<file path="config.mk">
export PLATFORM = sky130hd
export DESIGN_NAME = harmonic_spur_cancellation
export DESIGN_NICKNAME = d
export VERILOG_FILES = /design/src/core/sample_fifo.v /design/src/core/sine_lookup.v /design/src/core/harmonic_spur_cancellation.v
export VERILOG_INCLUDE_DIRS = /design/src /design/src/core
export SDC_FILE = /design/constraint.sdc
export NUM_CORES = 1
export LEC_CHECK = 0
export BUFFER_PORTS_ARGS = -buffer_cell sky130_fd_sc_hd__clkbuf_2
export CAP_MARGIN = 20
export CORE_ASPECT_RATIO = 0.5
export CORE_UTILIZATION = 64
export DETAILED_ROUTE_END_ITERATION = 16
export PLACE_DENSITY_LB_ADDON = 0.2
export REMOVE_ABC_BUFFERS = 1
export SYNTH_ARGS = -nofsm -noshare
export SYNTH_HDL_FRONTEND = slang
export SYNTH_HIERARCHICAL = 1
export SYNTH_SLANG_ARGS = --single-unit
</file>
<file path="constraint.sdc">
create_clock -name clk -period 6.8 [get_ports clk]
set_input_delay 0.68 -clock clk [delete_from_list [all_inputs] [get_ports clk]]
set_output_delay 0.68 -clock clk [all_outputs]
set_load 0.02 [all_outputs]
</file>
<file path="src/core/spur_cancel_regs.vh">
`ifndef SPUR_CANCEL_REGS_VH
`define SPUR_CANCEL_REGS_VH

// Register byte offsets on the plain register port
`define ADDR_W          8
`define REG_FTW         8'h00
`define REG_CTRL        8'h04
`define REG_CH0_CFG     8'h08
`define REG_CH1_CFG     8'h0C
`define REG_STATUS      8'h10

// Reset values
`define FTW_RST         32'h00000000
`define CTRL_RST        3'h0
`define CH_CFG_RST      22'h000000

// Control register fields
`define CTRL_EN0        0
`define CTRL_EN1        1
`define CTRL_CLR        2

// Channel configuration fields
`define CH_HARM_LSB     0
`define CH_HARM_MSB     3
`define CH_PHASE_LSB    4
`define CH_PHASE_MSB    12
`define CH_AMP_LSB      13
`define CH_AMP_MSB      20
`define CH_GAIN         21
`define CH_CFG_W        22

// Status register fields
`define ST_LEVEL_LSB    0
`define ST_LEVEL_MSB    4
`define ST_FULL         5
`define ST_EMPTY        6
`define ST_OUT_VALID    7

// Data path sizes and limits
`define DAC_W           14
`define FIFO_DEPTH      16
`define FIFO_AW         4
`define MIN_HARM        4'h2
`define SUM_MAX         16'h1FFF
`define SUM_MIN         16'hE000
`define DAC_POS_LIM     14'h1FFF
`define DAC_NEG_LIM     14'h2000

`endif

</file>
<file path="src/core/sample_fifo.v">
`timescale 1ns/10ps
`default_nettype none

// Flip-flop FIFO between the main synthesizer and the combiner
module sample_fifo #(
    parameter WIDTH = 14,
    parameter DEPTH = 16,
    parameter AW    = 4
) (
    // Clock and reset
    input  wire             clk,
    input  wire             rst_n,
    // Filling side
    input  wire             in_valid,
    output wire             in_ready,
    input  wire [WIDTH-1:0] in_data,
    // Draining side
    output wire             out_valid,
    input  wire             out_ready,
    output wire [WIDTH-1:0] out_data,
    // Fill level
    output reg  [AW:0]      level
);
    reg [WIDTH-1:0] mem [0:DEPTH-1];  // Storage, indexed by pointer
    reg [AW-1:0]    wr_ptr;           // Next slot to fill
    reg [AW-1:0]    rd_ptr;           // Oldest entry
    wire            push;
    wire            pop;

    // Full and empty come straight from the level count
    assign in_ready  = (level != DEPTH);
    assign out_valid = (level != 0);
    assign out_data  = mem[rd_ptr];
    assign push      = in_valid & in_ready;
    assign pop       = out_valid & out_ready;

    // Storage write, no reset needed for data
    always @(posedge clk) begin
        if (push) begin
            mem[wr_ptr] <= in_data;
        end
    end

    // Pointers and level
    always @(posedge clk or negedge rst_n) begin
        if (!rst_n) begin
            wr_ptr <= {AW{1'b0}};
            rd_ptr <= {AW{1'b0}};
            level  <= {(AW+1){1'b0}};
        end else begin
            if (push) begin
                wr_ptr <= wr_ptr + 1'b1;
            end
            if (pop) begin
                rd_ptr <= rd_ptr + 1'b1;
            end
            // Simultaneous push and pop leave the level alone
            if (push && !pop) begin
                level <= level + 1'b1;
            end else if (pop && !push) begin
                level <= level - 1'b1;
            end
        end
    end
endmodule // sample_fifo

`default_nettype wire

</file>
<file path="src/core/sine_lookup.v">
`timescale 1ns/10ps
`default_nettype none

// Six-bit phase to signed eight-bit sine, quarter-wave table
module sine_lookup (
    // Phase in, one full turn over 64 steps
    input  wire [5:0] phase,
    // Signed sample, peak 127
    output wire [7:0] sample
);
    wire [3:0] idx;   // Index folded into the first quarter
    reg  [7:0] mag;   // Unsigned magnitude

    // Second and fourth quarters run the table backwards
    assign idx = phase[4] ? ~phase[3:0] : phase[3:0];

    // Half-step offset keeps the wave symmetric without a zero entry
    always @* begin
        case (idx)
            4'h0: mag = 8'h06;
            4'h1: mag = 8'h13;
            4'h2: mag = 8'h1F;
            4'h3: mag = 8'h2B;
            4'h4: mag = 8'h36;
            4'h5: mag = 8'h41;
            4'h6: mag = 8'h4C;
            4'h7: mag = 8'h55;
            4'h8: mag = 8'h5E;
            4'h9: mag = 8'h66;
            4'hA: mag = 8'h6D;
            4'hB: mag = 8'h73;
            4'hC: mag = 8'h78;
            4'hD: mag = 8'h7B;
            4'hE: mag = 8'h7E;
            default: mag = 8'h7F;
        endcase
    end

    // Second half of the turn is negative
    assign sample = phase[5] ? (8'h00 - mag) : mag;
endmodule // sine_lookup

`default_nettype wire

</file>
<file path="src/core/harmonic_spur_cancellation.v">
// What this block does
// Two cancellation channels beside the main synthesizer
// Harmonic number selects second through fifteenth
// Nine-bit phase offset spans plus/minus pi
// Eight-bit amplitude scales each channel sinusoid
// Gain bit shifts scaled sample left once
// Gain clear: cancellation fits four low bits
// Cancellation added to main samples at converter
// Software picks harmonic after working out aliasing
// Channel phase steps by tuning word times harmonic
`timescale 1ns/10ps
`default_nettype none
`include "spur_cancel_regs.vh"

module harmonic_spur_cancellation (
    // Clock and reset
    input  wire                 clk,
    input  wire                 nrst,
    // Register port
    input  wire [`ADDR_W-1:0]   addr,
    input  wire [31:0]          wdata,
    input  wire                 wr,
    input  wire                 rd,
    output reg  [31:0]          rdata,
    // Main synthesizer samples, two's complement
    input  wire                 main_valid,
    output wire                 main_ready,
    input  wire [`DAC_W-1:0]    main_data,
    // Converter word out, two's complement
    output reg                  dac_valid,
    input  wire                 dac_ready,
    output reg  [`DAC_W-1:0]    dac_data
);
    // Reset synchroniser stages
    // Pin is asynchronous; these make release clean
    reg                         rst_meta;    // First stage only
    reg                         rst_n;       // Released reset copy

    // Software-visible state
    // All reset to zero: channels off, no tuning
    reg  [31:0]                 ftw;         // Main tuning word
    reg  [2:0]                  ctrl;        // Enables, clear strobe
    reg  [`CH_CFG_W-1:0]        cfg0;        // Channel 0 setup
    reg  [`CH_CFG_W-1:0]        cfg1;        // Channel 1 setup
    wire [2*`CH_CFG_W-1:0]      cfg_bus;     // Both setups, packed
    wire [1:0]                  ch_en;       // Channel enables
    wire                        phase_clr;   // One-cycle clear

    // Buffer between main synthesizer and combiner
    // Level feeds the status register only
    wire                        buf_valid;   // A sample is waiting
    wire                        buf_ready;   // Combiner takes it
    wire [`DAC_W-1:0]           buf_data;    // Oldest main sample
    wire [`FIFO_AW:0]           buf_level;   // Words held
    wire                        step;        // Sample consumed

    // Per-channel cancellation samples, signed five bits each
    // Channel 0 in bits 4:0, channel 1 in 9:5
    wire [9:0]                  cancel_bus;

    // Combiner arithmetic
    // All terms two's complement
    wire [15:0]                 main_ext;    // Main, sign-extended
    wire [15:0]                 c0_ext;      // Channel 0, extended
    wire [15:0]                 c1_ext;      // Channel 1, extended
    wire [15:0]                 sum;         // Raw total
    reg  [`DAC_W-1:0]           next_dac;    // Clamped total
    reg  [31:0]                 next_rdata;  // Read mux

    // Reset release through two flops; only the second is used
    // Assert is immediate, release waits two edges,
    // so all flops leave reset on the same edge.
    // Logic below resets from rst_n, not the pin.
    always @(posedge clk or negedge nrst) begin
        if (!nrst) begin
            rst_meta <= 1'b0;
            rst_n    <= 1'b0;
        end else begin
            rst_meta <= 1'b1;
            rst_n    <= rst_meta;
        end
    end

    // Register writes; the clear bit is a self-clearing strobe
    // New setups apply from the next consumed sample.
    // Clear the accumulators after a harmonic change,
    // or the channel keeps the old phase it reached.
    always @(posedge clk or negedge rst_n) begin
        if (!rst_n) begin
            ftw  <= `FTW_RST;
            ctrl <= `CTRL_RST;
            cfg0 <= `CH_CFG_RST;
            cfg1 <= `CH_CFG_RST;
        end else begin
            // Strobe lasts a single cycle
            ctrl[`CTRL_CLR] <= 1'b0;
            if (wr) begin
                case (addr)
                    `REG_FTW: begin
                        ftw <= wdata;
                    end
                    `REG_CTRL: begin
                        ctrl <= wdata[2:0];
                    end
                    `REG_CH0_CFG: begin
                        cfg0 <= wdata[`CH_CFG_W-1:0];
                    end
                    `REG_CH1_CFG: begin
                        cfg1 <= wdata[`CH_CFG_W-1:0];
                    end
                    default: begin
                        // Unmapped writes are dropped
                    end
                endcase
            end
        end
    end

    // Setups packed so the generate loop slices them
    assign cfg_bus   = {cfg1, cfg0};
    assign ch_en     = ctrl[1:0];
    assign phase_clr = ctrl[`CTRL_CLR];

    // Read mux; unmapped offsets read as zero
    // Status is live at the strobe, not latched,
    // so the fill level may be one word stale.
    always @* begin
        next_rdata = 32'h00000000;
        case (addr)
            `REG_FTW: begin
                next_rdata = ftw;
            end
            `REG_CTRL: begin
                // Clear strobe always reads back low
                next_rdata[1:0] = ctrl[1:0];
            end
            `REG_CH0_CFG: begin
                next_rdata[`CH_CFG_W-1:0] = cfg0;
            end
            `REG_CH1_CFG: begin
                next_rdata[`CH_CFG_W-1:0] = cfg1;
            end
            `REG_STATUS: begin
                next_rdata[`ST_LEVEL_MSB:`ST_LEVEL_LSB] = buf_level;
                next_rdata[`ST_FULL]      = ~main_ready;
                next_rdata[`ST_EMPTY]     = ~buf_valid;
                next_rdata[`ST_OUT_VALID] = dac_valid;
            end
            default: begin
                next_rdata = 32'h00000000;
            end
        endcase
    end

    // Read data stands in the cycle after the strobe only
    // Zero between reads lets slaves share an or-bus
    // without further gating.
    always @(posedge clk or negedge rst_n) begin
        if (!rst_n) begin
            rdata <= 32'h00000000;
        end else if (rd) begin
            rdata <= next_rdata;
        end else begin
            rdata <= 32'h00000000;
        end
    end

    // Main samples wait here; a stalled converter fills it up
    // Sixteen words ride out a short stall; longer
    // ones push back through main_ready.
    sample_fifo #(
        .WIDTH (`DAC_W),
        .DEPTH (`FIFO_DEPTH),
        .AW    (`FIFO_AW)
    ) u_fifo (
        .clk       (clk),
        .rst_n     (rst_n),
        .in_valid  (main_valid),
        .in_ready  (main_ready),
        .in_data   (main_data),
        .out_valid (buf_valid),
        .out_ready (buf_ready),
        .out_data  (buf_data),
        .level     (buf_level)
    );

    // Take a sample when the output slot is free or being emptied
    // Channels move only with step, so a stall
    // keeps them aligned to the main samples.
    assign buf_ready = ~dac_valid | dac_ready;
    assign step      = buf_valid & buf_ready;

    // One cancellation channel per generate pass
    // Channels are identical and independent;
    // each targets a spur of its own.
    genvar ch;
    generate
        for (ch = 0; ch < 2; ch = ch + 1) begin : g_ch
            wire [`CH_CFG_W-1:0] cfg;     // This channel's setup
            wire [3:0]           harm;    // Harmonic number
            wire [8:0]           poff;    // Phase offset
            wire [7:0]           amp;     // Amplitude
            wire                 gain;    // Doubling bit
            wire                 active;  // Enabled, valid harmonic
            wire [35:0]          prod;    // Tuning word times harmonic
            wire [31:0]          inc;     // Step, wrapped to 32 bits
            reg  [31:0]          acc;     // Phase accumulator
            wire [8:0]           ph;      // Offset phase
            wire [7:0]           sine;    // Signed sine sample
            wire [15:0]          scaled;  // Sine times amplitude
            wire [4:0]           base;    // Four-bit signed part
            wire [4:0]           out;     // After gain shift

            assign cfg  = cfg_bus[ch*`CH_CFG_W +: `CH_CFG_W];
            assign harm = cfg[`CH_HARM_MSB:`CH_HARM_LSB];
            assign poff = cfg[`CH_PHASE_MSB:`CH_PHASE_LSB];
            assign amp  = cfg[`CH_AMP_MSB:`CH_AMP_LSB];
            assign gain = cfg[`CH_GAIN];

            // Zero and one are not harmonics; channel stays silent
            // rather than adding DC or a main-tone copy
            assign active = ch_en[ch] & (harm >= `MIN_HARM);

            // Wraps modulo a full turn, which keeps phase exact
            // A harmonic past Nyquist aliases like the
            // spur, so the channel lands where it shows.
            assign prod = ftw * harm;
            assign inc  = prod[31:0];

            // Advances once per consumed main sample
            // Combiner uses the value before the update,
            // so a clear starts at phase zero plus offset.
            always @(posedge clk or negedge rst_n) begin
                if (!rst_n) begin
                    acc <= 32'h00000000;
                end else if (phase_clr) begin
                    acc <= 32'h00000000;
                end else if (step) begin
                    acc <= acc + inc;
                end
            end

            // Two's complement offset: 0x100 is a half turn
            // Low accumulator bits keep the rate exact
            // though only the top nine take the offset and six reach the table.
            assign ph = acc[31:23] + poff;

            sine_lookup u_sine (
                .phase  (ph[8:3]),
                .sample (sine)
            );

            // Signed times unsigned; the zero bit keeps amp positive
            // Peak 127*255 fits sixteen signed bits
            assign scaled = $signed(sine) * $signed({1'b0, amp});

            // Top bits only: peak 127*255 lands at 7
            // Shift rounds toward minus infinity; a
            // one-LSB bias is far below the spur.
            assign base = {scaled[15], scaled[15:12]};

            // Gain doubles the swing but loses the lowest step
            // Five bits hold -16 to +14
            assign out = gain ? {base[3:0], 1'b0} : base;

            // Disabled channel adds zero, not a frozen value
            assign cancel_bus[ch*5 +: 5] = active ? out : 5'h00;
        end
    endgenerate

    // Sign-extend all terms to a common width
    // Sixteen bits cannot wrap, so the clamp
    // below sees the true total.
    assign main_ext = {{2{buf_data[`DAC_W-1]}}, buf_data};
    assign c0_ext   = {{11{cancel_bus[4]}}, cancel_bus[4:0]};
    assign c1_ext   = {{11{cancel_bus[9]}}, cancel_bus[9:5]};
    assign sum      = main_ext + c0_ext + c1_ext;

    // Clamp instead of wrapping, which would throw a full-scale spike
    // Near full scale cancellation is lost, but the
    // converter word stays sane.
    always @* begin
        if (!sum[15] && (sum > `SUM_MAX)) begin
            next_dac = `DAC_POS_LIM;
        end else if (sum[15] && (sum < `SUM_MIN)) begin
            next_dac = `DAC_NEG_LIM;
        end else begin
            next_dac = sum[`DAC_W-1:0];
        end
    end

    // Output slot holds the word until the converter takes it
    // Valid drops only when the last word is taken
    // and no sample waits behind it.
    always @(posedge clk or negedge rst_n) begin
        if (!rst_n) begin
            dac_valid <= 1'b0;
            dac_data  <= {`DAC_W{1'b0}};
        end else if (step) begin
            dac_valid <= 1'b1;
            dac_data  <= next_dac;
        end else if (dac_ready) begin
            dac_valid <= 1'b0;
        end
    end
endmodule // harmonic_spur_cancellation

`default_nettype wire

</file>
## After elaboration in Yosys (flattened, before gate mapping)

Memory sizes are Yosys's and may differ from the RTL's.
Index checks and enable logic that the tools add are counted.

- Register bits: 205
- Word-level logic and storage cells: 96
- RAM bits: 224
- Latch bits: 0
- Memories: 3
- Output and inout bits: 48
- Input bits: 60
- Memory bits (read-only): 224

Memory list:

| memory | words | bits a word | read ports | clocked after Yosys merged registers in | write ports | RTL line | RTL |
|---|---|---|---|---|---|---|---|
| u_fifo.mem | 16 | 14 | 1 | 0 | 1 | sample_fifo.v:24 | `reg [WIDTH-1:0] mem [0:DEPTH-1];` |
| (no name shown) | 16 | 7 | 1 | 0 | 0 | sine_lookup.v:19 | `case (idx)` |
| (no name shown) | 16 | 7 | 1 | 0 | 0 | sine_lookup.v:19 |  |

- Multiplexer cells: 27
- Bitwise gates (word level): 10
- Reductions and logical operators: 16
- Shift operators: 0
- Equality and inequality tests: 5
- Order comparisons: 4
- Div/mod/pow operators: 0
- $mul: 4
- $add $sub $neg: 12

Operators by type and width:

| cell | count |
|---|---|
| 32-bit 2-to-1 mux | 5 |
| 32-bit adder | 2 |
| 32-bit by 4-bit multiplier with 32-bit output | 2 |
| 14-bit case mux with 3 select lines | 1 |
| 8-bit by 9-bit multiplier with 16-bit output | 2 |
| 14-bit 2-to-1 mux | 2 |
| 6-bit case mux with 4 select lines | 1 |
| 5-bit 2-to-1 mux | 4 |
| 9-bit adder | 2 |
| 15-bit by 5-bit adder with 16-bit output | 1 |
| 8-bit by 4-bit equality test with 1-bit output, second input constant | 2 |
| 16-bit by 13-bit greater-than comparator with 1-bit output, second input constant | 1 |
| 16-bit less-than comparator, second input constant | 1 |
| 4-bit 2-to-1 mux | 4 |
| 8-bit 2-to-1 mux | 2 |
| 1-bit by 8-bit subtractor with 8-bit output, first input constant | 2 |
| 14-bit by 5-bit adder with 15-bit output | 1 |
| 10-bit 2-to-1 mux | 1 |
| 2-bit case mux with 5 select lines | 1 |
| 4-bit by 1-bit adder with 4-bit output, second input constant | 2 |
| 8-bit by 3-bit equality test with 1-bit output, second input constant | 1 |
| 8-bit by 5-bit equality test with 1-bit output, second input constant | 1 |
| 4-bit by 2-bit greater-or-equal comparator with 1-bit output, second input constant | 2 |
| 8-bit logical NOT | 1 |
| other kinds (14) | 34 |

## Depth between registers and ports, before layout

An unclocked memory read counts as a cell.

- Depth after elaboration: 15
- Depth in mapped cells: 54
- Mapped depth without buffers: 51

## Modules after synthesis

Netlist, hierarchy kept.

Modules (own cells, without submodules):

| module | cells an instance | area an instance (um^2) | instances |
|---|---|---|---|
| harmonic_spur_cancellation | 2293 | 21386.8 | 1 |
| sample_fifo | 488 | 9475.3 | 1 |
| sine_lookup | 79 | 556.8 | 2 |

## Least setup slack after synthesis

Ideal clock, no wire load.

- Kind: reg-to-reg
- From: register g_ch[0].acc[24]
- To: register dac_data[5]
- Setup slack: -4.444 ns
- Data required time: 6.727 ns
- Data arrival time: 11.171 ns
- Path buffers: 3
- Period minus slack after synthesis: 11.244 ns
- Stages on the path, launching flop included: 50
- Cells stage by stage: dfrtp_1 -> ha_1 -> a31o_2 -> a21o_1 -> a21oi_1 -> o21bai_1 -> a21oi_1 -> nor2b_1 -> nor2_1 -> xnor2_1 -> buf_6 -> buf_2 -> xor2_1 -> inv_1 -> ha_1 -> inv_1 -> o221ai_1 -> a22oi_1 -> [14 not listed] -> o21ai_0 -> a2111o_1 -> a21oi_1 -> xnor2_1 -> or2_2 -> inv_1 -> fa_1 -> ha_1 -> a21oi_1 -> nor2b_1 -> a311o_1 -> a31oi_1 -> mux2i_1 -> o21ai_1 -> a2111oi_4 -> nor2_2 -> buf_6 -> a21oi_2

- Elaborated cells on any way between the ends: 18
- Classes of those cells: add/sub (4); mul (1); order compare (2); mux (6); bitwise (1); reduce/logical (3); memory (1)

RTL lines:

| element | RTL line | RTL |
|---|---|---|
| start, declared | harmonic_spur_cancellation.v:207 | `reg [31:0] acc;` |
| start signal, assigned | harmonic_spur_cancellation.v:239 | `acc <= acc + inc;` |
| 9-bit adder * | harmonic_spur_cancellation.v:246 | `assign ph = acc[31:23] + poff;` |
| via g_ch[0].ph[7] | harmonic_spur_cancellation.v:208 | `wire [8:0] ph;` |
| 4-bit 2-to-1 mux * | sine_lookup.v:15 | `assign idx = phase[4] ? ~phase[3:0] : phase[3:0];` |
| memory 16 x 7 bit * | n/a |  |
| 1-bit by 8-bit subtractor with 8-bit output | sine_lookup.v:40 | `assign sample = phase[5] ? (8'h00 - mag) : mag;` |
| 8-bit 2-to-1 mux * | sine_lookup.v:40 |  |
| via g_ch[0].sine[6] | harmonic_spur_cancellation.v:209 | `wire [7:0] sine;` |
| 8-bit by 9-bit multiplier with 16-bit output * | harmonic_spur_cancellation.v:255 | `assign scaled = $signed(sine) * $signed({1'b0, amp});` |
| 4-bit 2-to-1 mux | harmonic_spur_cancellation.v:264 | `assign out = gain ? {base[3:0], 1'b0} : base;` |
| 5-bit 2-to-1 mux * | harmonic_spur_cancellation.v:267 | `assign cancel_bus[ch*5 +: 5] = active ? out : 5'h00;` |
| 14-bit by 5-bit adder with 15-bit output * | harmonic_spur_cancellation.v:277 | `assign sum = main_ext + c0_ext + c1_ext;` |
| 15-bit by 5-bit adder with 16-bit output * | harmonic_spur_cancellation.v:277 |  |
| 16-bit less-than comparator (no line) | n/a |  |
| 1-bit logical AND | harmonic_spur_cancellation.v:285 | `` end else if (sum[15] && (sum < `SUM_MIN)) begin `` |
| 14-bit 2-to-1 mux | harmonic_spur_cancellation.v:285 |  |
| 14-bit 2-to-1 mux * | harmonic_spur_cancellation.v:283 | `` if (!sum[15] && (sum > `SUM_MAX)) begin `` |
| end signal, assigned | harmonic_spur_cancellation.v:298 | `` dac_data <= {`DAC_W{1'b0}}; `` |
| end signal, assigned | harmonic_spur_cancellation.v:301 | `dac_data <= next_dac;` |
| end, declared | harmonic_spur_cancellation.v:32 | `` output reg [`DAC_W-1:0] dac_data `` |

Mark *: on every way through the listed nets, which the timed path passes. The rest lies on a longest branch.
A chain may end at the register's enable or synchronous reset.

## Worst setup path after layout

- From: register g_ch[0].acc[24]
- To: register dac_data[1]

Same word-level chain as after synthesis.

==> impl_metrics.csv <==
group,metric,value,unit
cells_and_area,final_cells,3905,
yosys,synth_area_per_cell,10.9,µm²
cells_and_area,drive_above_1_share,0.240,
clock_tree,numCtsBuffers,41,
place,io_buffer_count,107,
timing,fin_crit,10.84,ns
timing,skew,0.0124,ns
detailed_routing,detail-route-antenna-nets,0,
hold_path,hold_depth,2,
detailed_routing,drt_iter0_markers,2088,
critical_path,timing.rr.end,"dac_data[1]$_DFFE_PN0P_",
floorplanning,die_x,318,µm
timing,fin_crit_sh,1.59,
critical_path,crit_fanout,4,
timing,maxSlewViolCount,0,
floorplanning,core-area,0.0489,mm²
floorplanning,chipHeight,160,µm
timing,worst_slack,-4.04,ns
place,dp_hpwl,57100,µm
place,dp_cells,3784,
yosys,ys_ff_latch,429,
timing,clock.fmax,92.2,MHz
timing,setup_viol,14,
global_routing,gr-total-overflow,0,
critical_path,worst-r2r-setup-slack,-4.04,ns
global_routing,grt_pass1_wl,130000,µm
yosys,ys_warn_count,6,
critical_path,crit_family,"compound AO/OA/AOI/OAI gates",
floorplanning,num_rows,57,
yosys,synth_flop_cell,"edfxtp_1",
floorplanning,start_util,0.654,
critical_path,worstSetupEndpointType,"flip-flop",
floorplanning,num_io_pins,108,
floorplanning,dieArea,0.0509,mm²
power_and_ir_drop,power.density,387,mW/mm²
yosys,synthDistinctLibCells,85,
clock_tree,cts_tree,"built",
detailed_routing,wl_per_cell,21.0,µm
run_status,violations,"negative setup slack",
critical_path,timing.critical_path.mode_cell,"fa_1",
critical_path,r2r_start,"g_ch[0].acc[24]$_DFFE_PN0P_",
global_routing,grt_pass1_vias,24100,
place,globalplace.congestion,0.947,
cells_and_area,final_area,0.0371,mm²
timing,worst_pin_slew,1.19,ns
cells_and_area,final_common_cell,"nand2_1",
global_routing,track_usage,0.328,
timing,finalHoldViolCount,0,
hold_path,min_path_type,"in -> reg",
clock_tree,clk_pin_slew,0.07,ns
clock_tree,root_buffer,"clkbuf_16",
yosys,netlist_area,0.0320,mm²
detailed_routing,viasPerCell,6.04,
hold_path,worst_hold_path.endpoint,"ftw[28]$_DFFE_PN0P_",
yosys,synth_edf_count,224,
detailed_routing,finalWirelength,82200,µm
cells_and_area,nNetsFinal,3738,
place,place_area,0.0346,mm²
yosys,synthArstFlopShare,0.478,
critical_path,r2r_cells,49,
detailed_routing,drc,0,
cells_and_area,final_cell_mix,"nand2_1, buf_4, inv_1, fa_1, edfxtp_1",
timing,tns,-56.17,ns
clock_tree,h-tree-depth,2,
critical_path,criticalPathCategory,"reg -> reg",
critical_path,startpoint_type,"flip-flop",
run_status,status,"complete, but fails checks",
timing,fin_hold_ws,0.309,ns
yosys,synth_seq_area_share,0.371,
global_routing,antenna_found_initial,1,
critical_path,path_buf_inv,8,
critical_path,crit_path_max_incr_delay,0.50,ns
critical_path,crit_slowest_cell,"fa_1",
critical_path,required,7.31,ns
power_and_ir_drop,p_leak,17.4,nW
timing,max-slew-margin-rel,0.207,
yosys,syn-instance-count,2939,
cells_and_area,areaGrowthSynthToFinish,16.0,%
hold_path,timing.hold.worst.start,"wdata[28]",
timing,rsz0062_at_grt,"true",
run,drv_cap,0,
clock_tree,clock_sinks,429,
critical_path,arrival,11.35,ns
global_routing,grt_max_degree,156,
clock_tree,clock_latency,0.58,ns
detailed_routing,dr.pass1.iters,6,
detailed_routing,route.vias.total,23600,
power_and_ir_drop,max-vdd-ir-drop,0.000298,V
clock_tree,cts_buffer_depth,3,
## sequential cells by signal (all words and copies together) (netlist names)
name / flops
cfg0: 22
cfg1: 22
ctrl: 3
dac_data: 14
dac_valid: 1
ftw: 32
g_ch.acc: 64
rdata: 32
rst_meta: 1
rst_n: 1
u_fifo/level: 5
u_fifo/mem: 224
u_fifo/rd_ptr: 4
u_fifo/wr_ptr: 4
## cells in the mapped netlist (12+ instances only)
master | number | area, µm²
a21o_1 | 41 | 308
a21oi_1 | 134 | 671
a221oi_1 | 22 | 193
a221oi_2 | 13 | 195
a22oi_1 | 32 | 240
a31oi_1 | 17 | 106
and2_1 | 164 | 1030
and3_1 | 18 | 113
buf_1 | 32 | 120
buf_2 | 14 | 70.1
clkbuf_1 | 88 | 330
dfrtp_1 | 205 | 5130
edfxtp_1 | 224 | 6730
fa_1 | 258 | 5160
ha_1 | 197 | 2460
inv_1 | 274 | 1030
mux2_2 | 101 | 1140
mux2i_1 | 67 | 671
mux4_2 | 28 | 631
nand2_1 | 376 | 1410
nand2b_1 | 25 | 156
nand3_1 | 32 | 160
nand3b_1 | 13 | 97.6
nor2_1 | 124 | 465
nor2b_1 | 15 | 93.8
nor3_1 | 29 | 145
o21a_1 | 12 | 90.1
o21ai_0 | 73 | 365
o31ai_1 | 17 | 128
xnor2_1 | 82 | 718
xor2_1 | 32 | 280
## worst max path at each step
stage | startpoint | end | slack [ns] | cells past startpoint
3_3_place_gp | cfg1[5]$_DFFE_PN0P_ | dac_data[0]$_DFFE_PN0P_ | -4.45 | 50
4_1_cts | g_ch[1].acc[24]$_DFFE_PN0P_ | dac_data[2]$_DFFE_PN0P_ | -3.91 | 51
2_1_floorplan | g_ch[0].acc[24]$_DFFE_PN0P_ | dac_data[12]$_DFFE_PN0P_ | -4.75 | 46
6_report | g_ch[0].acc[24]$_DFFE_PN0P_ | dac_data[1]$_DFFE_PN0P_ | -4.04 | 49
3_5_place_dp | cfg1[5]$_DFFE_PN0P_ | dac_data[2]$_DFFE_PN0P_ | -4.84 | 50
5_1_grt | g_ch[1].acc[24]$_DFFE_PN0P_ | dac_data[12]$_DFFE_PN0P_ | -4.44 | 54
## metal layers
layer | part of all wire | track usage | up-vias
met2 | 0.48 | 0.551 | 855
met4 | 0.027 | 0.0979 | 2
li1 | - | - | 10600
met1 | 0.41 | 0.436 | 12000
met3 | 0.079 | 0.0620 | 154
met5 | 0.00024 | 0 | -
## report_power, final
part	internal (mW)	total (mW)	switching (mW)
clock network	1.45	2.54	1.09
registers	3.14	3.55	0.412
logic	3.84	8.26	4.42
total	8.43	14.3	5.92
## layout make-up
class | count | area, µm²
multi-input cells | 2079 | 19100
flip-flops and latches | 429 | 11900
fillers | 3195 | 11800
repair buffers | 398 | 2860
clock buffers | 54 | 1130
inverters | 274 | 1030
well taps | 649 | 812
clock inverters | 21 | 328
diodes | 1 | 2.50
## what timing repair did
action | CTS | global route
resized for setup | 127 | 42
endpoints found under the setup margin | 14 | 14
hold endpoints to repair | 2 | 0
pin swaps | 129 | 47
cloned | 0 | 1
setup buffers | 31 | 13
hold buffers | 1 | 0
## cells by family (layout without fill, tap and decap cells)
kind of cell	after synthesis	count (layout)	share of synthesized area
other	1	2	0.000117
muxes	201	201	0.0780
DFF	429	429	0.371
buffers and inverters	431	747	0.0556
adders and majority gates	455	455	0.239
and+or+nand+nor	847	847	0.127
xor gates and xnor gates	114	114	0.0312
AOI/OAI and AO/OA	461	461	0.0990
## per-stage QoR
| step | util | power, mW | setup WS (ns) |
|---|---|---|---|
| CTS | 0.751 | 13.9 | -3.91 |
| detailed placement | 0.707 | 10.7 | -4.84 |
| global route | 0.758 | 15.3 | -4.44 |
| finish | 0.758 | 14.3 | -4.04 |
| global placement | 0.707 | 10.5 | -4.45 |
| floorplan | - | 7.81 | -4.75 |
(Power assumes the default switching activity.)
